### config.mk
export PLATFORM = sky130hd
export DESIGN_NAME = grayscale_shift_latch_port
export DESIGN_NICKNAME = d
export VERILOG_FILES = /design/src/rtl/gs_port_pkg.sv /design/src/rtl/grayscale_shift_latch_port.sv /design/src/rtl/frame_buffer.sv
export VERILOG_INCLUDE_DIRS = /design/src /design/src/rtl
export SDC_FILE = /design/constraint.sdc
export NUM_CORES = 2
export LEC_CHECK = 0
export ABC_AREA = 0
export BUFFER_PORTS_ARGS = -buffer_cell sky130_fd_sc_hd__buf_2
export CAP_MARGIN = 20
export CORE_ASPECT_RATIO = 1.4
export CORE_UTILIZATION = 43
export CTS_CLUSTER_SIZE = 10
export DETAILED_ROUTE_END_ITERATION = 7
export RECOVER_POWER = 50
export SYNTH_ARGS = -nofsm -noshare
export SYNTH_HDL_FRONTEND = slang
export SYNTH_SLANG_ARGS = --single-unit
### constraint.sdc
create_clock -name clk_sys -period 40.5 [get_ports clk_sys]
set_input_delay 2.025 -clock clk_sys [delete_from_list [all_inputs] [get_ports clk_sys]]
set_output_delay 2.025 -clock clk_sys [all_outputs]
set_load 0.005 [all_outputs]
### src/rtl/gs_port_params.svh
// timing counts, widths and reset values of the grayscale shift/latch port
`ifndef GS_PORT_PARAMS_SVH
`define GS_PORT_PARAMS_SVH

// ----------------------------------------------------------------------
// frame layout
// ----------------------------------------------------------------------
`define GSP_CHANNELS        24
`define GSP_GS_BITS         12
`define GSP_BUF_DEPTH       2

// ----------------------------------------------------------------------
// clock and link timing
// ----------------------------------------------------------------------
`define GSP_CLK_PERIOD_NS   10
`define GSP_T_LATCH_SHIFT_NS 100
`define GSP_T_LATCH_SHIFT_CYC \
  ((`GSP_T_LATCH_SHIFT_NS + `GSP_CLK_PERIOD_NS - 1) / `GSP_CLK_PERIOD_NS)

// ----------------------------------------------------------------------
// reset values
// ----------------------------------------------------------------------
`define GSP_SYNC_RST        4'h0
`define GSP_CNT_RST         12'h000

`endif

### src/rtl/gs_port_pkg.sv
// shared types of the grayscale shift/latch port
package gs_port_pkg;
  typedef logic [11:0] grayscale_t;
  typedef logic [3:0]  link_pins_t;
endpackage

### src/rtl/grayscale_shift_latch_port.sv
// serial load path, grayscale latch and channel gating of a sink driver
`timescale 1ns/1ps
`default_nettype none
`include "gs_port_params.svh"
module grayscale_shift_latch_port
#(
  parameter int CHANNELS = `GSP_CHANNELS,
  parameter int GS_BITS  = `GSP_GS_BITS
)
(
  // clock and reset
  input  wire logic                clk_sys,
  input  wire logic                rst_n,
  // serial link from the host or the upstream device
  input  wire logic                shiftClk,
  input  wire logic                serialDataIn,
  input  wire logic                latchStrobe,
  output logic                     cascadeDataOut,
  // display control
  input  wire logic                blank,
  // channel sinks, bit 0 first channel, top bit last channel
  output logic [CHANNELS-1:0]      channelSinkLine
);
  localparam int FRAME = CHANNELS * GS_BITS;

  // ----------------------------------------------------------------------
  // input synchronisers
  // ----------------------------------------------------------------------
  gs_port_pkg::link_pins_t sync1Reg;
  gs_port_pkg::link_pins_t sync2Reg;
  logic                    shiftClkPrevReg;
  logic                    latchPrevReg;
  wire                     shiftClkSync = sync2Reg[3];
  wire                     serialSync   = sync2Reg[2];
  wire                     latchSync    = sync2Reg[1];
  wire                     blankSync    = sync2Reg[0];
  wire                     shiftRise    = shiftClkSync & ~shiftClkPrevReg;
  wire                     shiftFall    = ~shiftClkSync & shiftClkPrevReg;
  wire                     latchRise    = latchSync & ~latchPrevReg;

  // every pin passes two flops; edges are found after the second
  always_ff @(posedge clk_sys or negedge rst_n)
  begin
    if (!rst_n)
    begin
      sync1Reg        <= `GSP_SYNC_RST;
      sync2Reg        <= `GSP_SYNC_RST;
      shiftClkPrevReg <= 1'b0;
      latchPrevReg    <= 1'b0;
    end
    else
    begin
      sync1Reg        <= {shiftClk, serialDataIn, latchStrobe, blank};
      sync2Reg        <= sync1Reg;
      shiftClkPrevReg <= shiftClkSync;
      latchPrevReg    <= latchSync;
    end
  end

  // ----------------------------------------------------------------------
  // shift register and cascade stage
  // ----------------------------------------------------------------------
  logic [FRAME-1:0] shiftReg;
  logic             cascadeReg;

  // data and clock share the sync depth, so they stay aligned
  always_ff @(posedge clk_sys or negedge rst_n)
  begin
    if (!rst_n)
      shiftReg <= '0;
    else if (shiftRise)
      shiftReg <= {shiftReg[FRAME-2:0], serialSync};
  end

  // launching on the fall gives the next device half a period of margin
  always_ff @(posedge clk_sys or negedge rst_n)
  begin
    if (!rst_n)
      cascadeReg <= 1'b0;
    else if (shiftFall)
      cascadeReg <= shiftReg[FRAME-1];
  end

  assign cascadeDataOut = cascadeReg;

  // ----------------------------------------------------------------------
  // strobe to latch through the frame buffer
  // ----------------------------------------------------------------------
  logic [FRAME-1:0]       gsLatchReg;
  logic                   loadPendReg;
  logic [GS_BITS-1:0]     pwmCntReg;
  wire  [FRAME-1:0]       bufOut;
  wire                    bufOutValid;
  wire                    bufInReady;
  wire                    pushValid = latchRise | loadPendReg;
  wire                    wrapCycle = (pwmCntReg == '1);
  // no latch update on the wrap cycle; a strobe one cycle before it leaves count 0 lit from the old frame
  wire                    popReady  = ~wrapCycle;
  wire                    popFire   = bufOutValid & popReady;

  frame_buffer
  #(
    .WIDTH (FRAME),
    .DEPTH (`GSP_BUF_DEPTH)
  )
  u_frame_buffer
  (
    .clk_sys  (clk_sys),
    .rst_n    (rst_n),
    .inData   (shiftReg),
    .inValid  (pushValid),
    .inReady  (bufInReady),
    .outData  (bufOut),
    .outValid (bufOutValid),
    .outReady (popReady)
  );

  // a strobe met by a full buffer waits here instead of being lost;
  // the host's 100 ns quiet time keeps the frame steady meanwhile
  always_ff @(posedge clk_sys or negedge rst_n)
  begin
    if (!rst_n)
      loadPendReg <= 1'b0;
    else
      loadPendReg <= pushValid & ~bufInReady;
  end

  // grayscale latch
  always_ff @(posedge clk_sys or negedge rst_n)
  begin
    if (!rst_n)
      gsLatchReg <= '0;
    else if (popFire)
      gsLatchReg <= bufOut;
  end

  // ----------------------------------------------------------------------
  // PWM timing, hold-off and channel gating
  // ----------------------------------------------------------------------
  logic                holdOffReg;
  wire  [CHANNELS-1:0] chOn;

  // strobe leaves the count alone; only blank clears it
  always_ff @(posedge clk_sys or negedge rst_n)
  begin
    if (!rst_n)
      pwmCntReg <= `GSP_CNT_RST;
    else if (blankSync)
      pwmCntReg <= '0;
    else
      pwmCntReg <= pwmCntReg + 1'b1;
  end

  // a strobe in the wrap cycle still wins over the clear
  always_ff @(posedge clk_sys or negedge rst_n)
  begin
    if (!rst_n)
      holdOffReg <= 1'b0;
    else if (latchRise)
      holdOffReg <= 1'b1;
    else if (wrapCycle | blankSync)
      holdOffReg <= 1'b0;
  end

  // one comparator per channel against its twelve-bit field
  generate
    for (genvar i = 0; i < CHANNELS; i++)
    begin : g_chan
      assign chOn[i] = (pwmCntReg < gsLatchReg[i*GS_BITS +: GS_BITS])
                       & ~holdOffReg & ~blankSync;
    end
  endgenerate

  always_ff @(posedge clk_sys or negedge rst_n)
  begin
    if (!rst_n)
      channelSinkLine <= '0;
    else
      channelSinkLine <= chOn;
  end
endmodule // grayscale_shift_latch_port
`default_nettype wire

### src/rtl/frame_buffer.sv
// small valid/ready buffer that carries latched frames to the display side
`timescale 1ns/1ps
`default_nettype none
module frame_buffer
#(
  parameter int WIDTH = 288,
  parameter int DEPTH = 2
)
(
  // clock and reset
  input  wire logic             clk_sys,
  input  wire logic             rst_n,
  // filling side
  input  wire logic [WIDTH-1:0] inData,
  input  wire logic             inValid,
  output logic                  inReady,
  // draining side
  output logic      [WIDTH-1:0] outData,
  output logic                  outValid,
  input  wire logic             outReady
);
  localparam int PW = (DEPTH > 1) ? $clog2(DEPTH) : 1;

  logic [WIDTH-1:0] memArr [DEPTH];
  logic [PW-1:0]    wrPtrReg;
  logic [PW-1:0]    rdPtrReg;
  logic [PW:0]      cntReg;
  wire              push = inValid & inReady;
  wire              pop  = outValid & outReady;
  wire  [PW-1:0]    wrPtrNext;
  wire  [PW-1:0]    rdPtrNext;

  // ----------------------------------------------------------------------
  // flags and pointer wrap
  // ----------------------------------------------------------------------
  assign inReady   = (cntReg != (PW+1)'(DEPTH));
  assign outValid  = (cntReg != '0);
  assign outData   = memArr[rdPtrReg];
  assign wrPtrNext = (wrPtrReg == PW'(DEPTH-1)) ? '0 : wrPtrReg + 1'b1;
  assign rdPtrNext = (rdPtrReg == PW'(DEPTH-1)) ? '0 : rdPtrReg + 1'b1;

  // storage has no reset; the count guards every read
  always_ff @(posedge clk_sys)
  begin
    if (push)
      memArr[wrPtrReg] <= inData;
  end

  // pointers and fill count
  always_ff @(posedge clk_sys or negedge rst_n)
  begin
    if (!rst_n)
    begin
      wrPtrReg <= '0;
      rdPtrReg <= '0;
      cntReg   <= '0;
    end
    else
    begin
      if (push)
        wrPtrReg <= wrPtrNext;
      if (pop)
        rdPtrReg <= rdPtrNext;
      cntReg <= cntReg + (PW+1)'(push) - (PW+1)'(pop);
    end
  end
endmodule // frame_buffer
`default_nettype wire

# Word level (Yosys, flattened, before mapping)
# Memory sizes are Yosys's and may differ from the RTL's. A register that Yosys moved wholly into a read port is not among the register bits.
# Index checks and enable logic that the tools add are counted.
# Widths: inputs -> output; s select.
# word_totals
ff_bits	341
ram_bits	576
input_bits	6
output_inout_bits	25
word_cells	118
memories	1
# op_classes
addsub	5
n_lt_le_gt_ge	24
eq_ne	2
n_mux	7
bitwise	63
n_reduce_logical	3
# mem_list
memory	depth	width	read_ports	rd_ports_with_merged_regs	wr	line	rtl
u_frame_buffer.memArr	2	288	1	1	1	frame_buffer.sv:24	logic [WIDTH-1:0] memArr [DEPTH];
# op_table
op	count
$lt 12x12->1	24
$and 1x1->1	54
$add 12x1->12 const B	1
$eq 12x12->1 const B	1
$mux 12	1
$not 1->1	7
$mux 1	6
$reduce_bool 2->1	2
$add 1x1->1 const B	2
$add 2x1->2	1
$ne 2x2->1 const B	1
$or 1x1->1	2
$sub 2x1->2	1
$logic_not 1->1	1

# Longest topological paths before layout
# logic_depth
depth_word	6
mapped_depth	11
depth_no_buf	9

# Cells and area by module
# From an unflattened synthesis, not the netlist that was laid out.
# unflattened
hier_cells	3197
hier_area_um2	51389.3
# by_module_without_submodules
module	n_inst	cells_per_inst	area_per_inst_um2
grayscale_shift_latch_port	1	2279	29563.4
frame_buffer	1	918	21825.9

# Least setup slack after synthesis
# OpenSTA, ideal clock, no wires.
# synth_path
kind	reg-to-reg
start	register latchPrevReg
end	memory u_frame_buffer.memArr[0][0], enable pin
arrival_ns	12.613
setup_slack_ns	26.943
path_stages_with_launch	4
path_buffers	0
period_less_slack_ns	13.557
cell_sequence	dfrtp_1 -> nor2b_1 -> o21ai_0 -> nor2_1
# synth_between
elab_chain_len	6
# synth_lines
element	line	rtl
start, declared	grayscale_shift_latch_port.sv:32	logic latchPrevReg;
start signal, assigned	grayscale_shift_latch_port.sv:56	latchPrevReg <= latchSync;
$not 1->1	grayscale_shift_latch_port.sv:39	wire latchRise = latchSync & ~latchPrevReg;
$and 1x1->1	grayscale_shift_latch_port.sv:39	
$or 1x1->1	grayscale_shift_latch_port.sv:95	wire pushValid = latchRise | loadPendReg;
$and 1x1->1	frame_buffer.sv:28	wire push = inValid & inReady;
$mux 1	frame_buffer.sv:45	if (push)
$mux 1 (not written as such)	frame_buffer.sv:46	memArr[wrPtrReg] <= inData;
end, declared	frame_buffer.sv:24	
# Every way passes these cells.

==> flow_metrics.env <==
export IMPL_clock_sinks=1205
export IMPL_die_area_um2=117000
export IMPL_synth_ff_type="dfrtp_1"
export IMPL_slew_violations=802
export IMPL_core_rowCount=147
export IMPL_r2r_setup_slack_ns=33.08
export IMPL_finClkSkew_ns=0.0151
export IMPL_layout_common_cells="617 x dfrtp_1, 576 x edfxtp_1, 528 x mux2i_1"
export IMPL_drv_cap=14
export IMPL_hold_buffers=0
export IMPL_ys_ff_latch=1205
export IMPL_syn_to_final_growth_pct=11.7
export IMPL_initial_core_util_pct=43.4
export IMPL_layout_commonest_cell="dfrtp_1"
export IMPL_drt_antenna_violating_nets=0
export IMPL_layout_worst_path_cycle_share_pct=34.7
export IMPL_start_kind="input pin"
export IMPL_cts_setup_buffers=0
export IMPL_cp_max_fo=145
export IMPL_grt_pass1_vias=27600
export IMPL_setup_viol=0
export IMPL_layout_drive_gt1_share_pct=16.6
export IMPL_crit_family="buffers and inverters"
export IMPL_p_sw_share_pct=28.8
export IMPL_yosys_warnings=0
export IMPL_syn_area_um2=49700
export IMPL_setup_ws_ns=26.43
export IMPL_drtIter0Drc=1196
export IMPL_synth_net_count=3460
export IMPL_fp_coreArea_um2=115000
export IMPL_power_switching_mw=1.06
export IMPL_crit_type="in2async"
export IMPL_yosysSeqAreaShare_pct=66.5
export IMPL_drt_total_wl_um=96200
export IMPL_rsz0062_at_grt="false"
export IMPL_hold_class="reg2reg"
export IMPL_slew_headroom_pct=-425
export IMPL_cts_buffer_depth=3
export IMPL_crit_slowest_cell="clkbuf_1"
export IMPL_synth_cells=3187
export IMPL_cp_required_ns=38.74
export IMPL_worstPathCellList="clkbuf_1, clkbuf_1"
export IMPL_fin_util_pct=48.4
export IMPL_drtPass1Iterations=5
export IMPL_avgSynthCellArea_um2=15.6
export IMPL_max_freq_ghz=0.0711
export IMPL_fin_tns_setup_ns=0
export IMPL_fillCellCount=9664
export IMPL_hold_viol_final=0
export IMPL_ctsHtreeMaxLevel=4
export IMPL_antennaDiodeCount=0
export IMPL_fin_crit_ns=14.07
export IMPL_synth_edf_count=576
export IMPL_regArea_um2=33100
export IMPL_worstPathArrival_ns=12.31
export IMPL_dpl_hpwl_um=50900
export IMPL_outcome="finished, violations left"
export IMPL_grt_max_degree=146
export IMPL_synthDistinctLibCells=43
export IMPL_cts_buffers=138
export IMPL_grt_pass1_wl_um=154000
export IMPL_p_int_mw=2.62
export IMPL_cp_end_kind="async pin"
export IMPL_antenna_found_initial=1
export IMPL_cts_root_buf="clkbuf_16"
export IMPL_viasPerCell=5.14
export IMPL_worstMarginPinSlew_ns=7.87
export IMPL_groute_usage_overall_pct=17.1
export IMPL_power_leakage_nw=25.7
export IMPL_dp_slack_ns=34.07
export IMPL_tritoncts="done"
export IMPL_die_w_um=289
export IMPL_grt_overflow=0
export IMPL_place_inst=4650
export IMPL_num_vias=25100
export IMPL_pwr_share_clk_pct=30.5
export IMPL_multi_input_area_um2=15000
export IMPL_cpMostUsedCell="clkbuf_1"
export IMPL_dieHeight_um=404
export IMPL_total_power_mw=3.68
export IMPL_routedWlPerCell_um=19.7
export IMPL_peakVddDrop_uv=42.3
export IMPL_ios=31
export IMPL_instances_no_fill=4891
export IMPL_clk_pin_slew_worst_paths_ns=0.05
export IMPL_gp_congestion=0.732
export IMPL_cts_resized=0
export IMPL_async_reset_ff_share_pct=52.2
export IMPL_io_buffers=30
export IMPL_cp_buffers_inverters=2
export IMPL_cpPeakStageDelay_ns=5.82
export IMPL_powerDensity_nw_per_um2=66.3
export IMPL_violations="capacitance limit, slew limit"
export IMPL_pwr_share_comb_pct=24.2
export IMPL_p_seq_share_pct=45.3
export IMPL_final_nets=3574
export IMPL_clk_insertion_delay_late_ns=0.73
export IMPL_drc_errors=0
==> registers in the layout, summed over array words and instances (netlist names) <==
register	cells
cascadeDataOut	1
channelSinkLine	24
gsLatchReg	288
holdOffReg	1
latchPrevReg	1
loadPendReg	1
pwmCntReg	12
shiftClkPrevReg	1
shiftReg	288
sync1Reg	4
sync2Reg	4
u_frame_buffer.cntReg	2
u_frame_buffer.memArr	576
u_frame_buffer.rdPtrReg	1
u_frame_buffer.wrPtrReg	1
==> cells by family after synthesis <==
family / after synthesis / synth area share [%]
compound gates: 224 / 2.65
flops: 1205 / 66.5
buf+inv: 386 / 3.29
xor+xnor: 12 / 0.211
simple gates: 228 / 2.38
fa+ha+maj: 267 / 6.72
mux: 865 / 18.3
==> power groups by stage <==
stage | clock network, mW | registers, mW | logic, mW
final | 1.12 | 1.67 | 0.890
after global routing | 1.20 | 1.69 | 0.999
after CTS | 1.15 | 1.66 | 0.904
after detailed placement | 0 | 1.69 | 0.899
after global placement | 0 | 1.68 | 0.859
after floorplan | 0 | 1.70 | 0.707
==> worst register-to-register path, cell delays in order (launching register included) <==
cell	delay (ns)
dfrtp_1	0.38
nor2b_1	0.14
clkbuf_1	2.69
clkbuf_1	2.49
buf_4	1.12
mux2_2	0.49
==> path summary, 6_finish.rpt <==
| kind | start | to | cells after the start |
|---|---|---|---|
| max | rst_n | pwmCntReg[4] | 2 |
| min | sync1Reg[3] | sync2Reg[3] | 0 |
| max reg2reg | shiftClkPrevReg | shiftReg[70] | 5 |
| min reg2reg | sync1Reg[3] | sync2Reg[3] | 0 |
| max in group clk_sys | shiftClkPrevReg | shiftReg[70] | 5 |
| min in group asynchronous | rst_n | shiftReg[41] | 1 |
==> through the flow <==
| stage | hold WS (ns) | area (um^2) |
|---|---|---|
| after floorplan | 0.331 | 49700 |
| after global placement | 0.340 | 51600 |
| after detailed placement | 0.339 | 51600 |
| after CTS | 0.351 | 55600 |
| after global routing | 0.356 | 55500 |
| final | 0.350 | 55500 |
==> cell type report <==
cell class	count	area share, %
Sequential cell	1205	59.5
Inverter	284	1.92
Multi-Input combinational cell	1596	27.1
Clock buffer	240	7.20
Timing Repair Buffer	76	0.866
Tap cell	1490	3.36
==> cell usage after synthesis (16+ instances only) <==
master,instances,area share [%]
dfrtp_1,629,32
edfxtp_1,576,35
mux2i_1,528,11
mux2_2,337,7.6
inv_1,284,2.1
ha_1,267,6.7
a21oi_1,96,0.97
o21ai_0,58,0.58
nand4_1,57,0.72
nor2_1,52,0.39
nand2_1,43,0.32
clkbuf_1,39,0.29
buf_2,34,0.34
a211oi_1,23,0.35
buf_4,16,0.24
nand2b_1,16,0.20
==> layer usage <==
metal | up-vias | global-route usage (%) | part of all wire, %
met5 | - | 0 | 0
met4 | 0 | 5.68 | 2.7
met3 | 173 | 3.07 | 2.9
met2 | 273 | 31.0 | 53
met1 | 12900 | 20.1 | 41
li1 | 11800 | - | -
No activity file was read; power rests on OpenSTA's default activity.
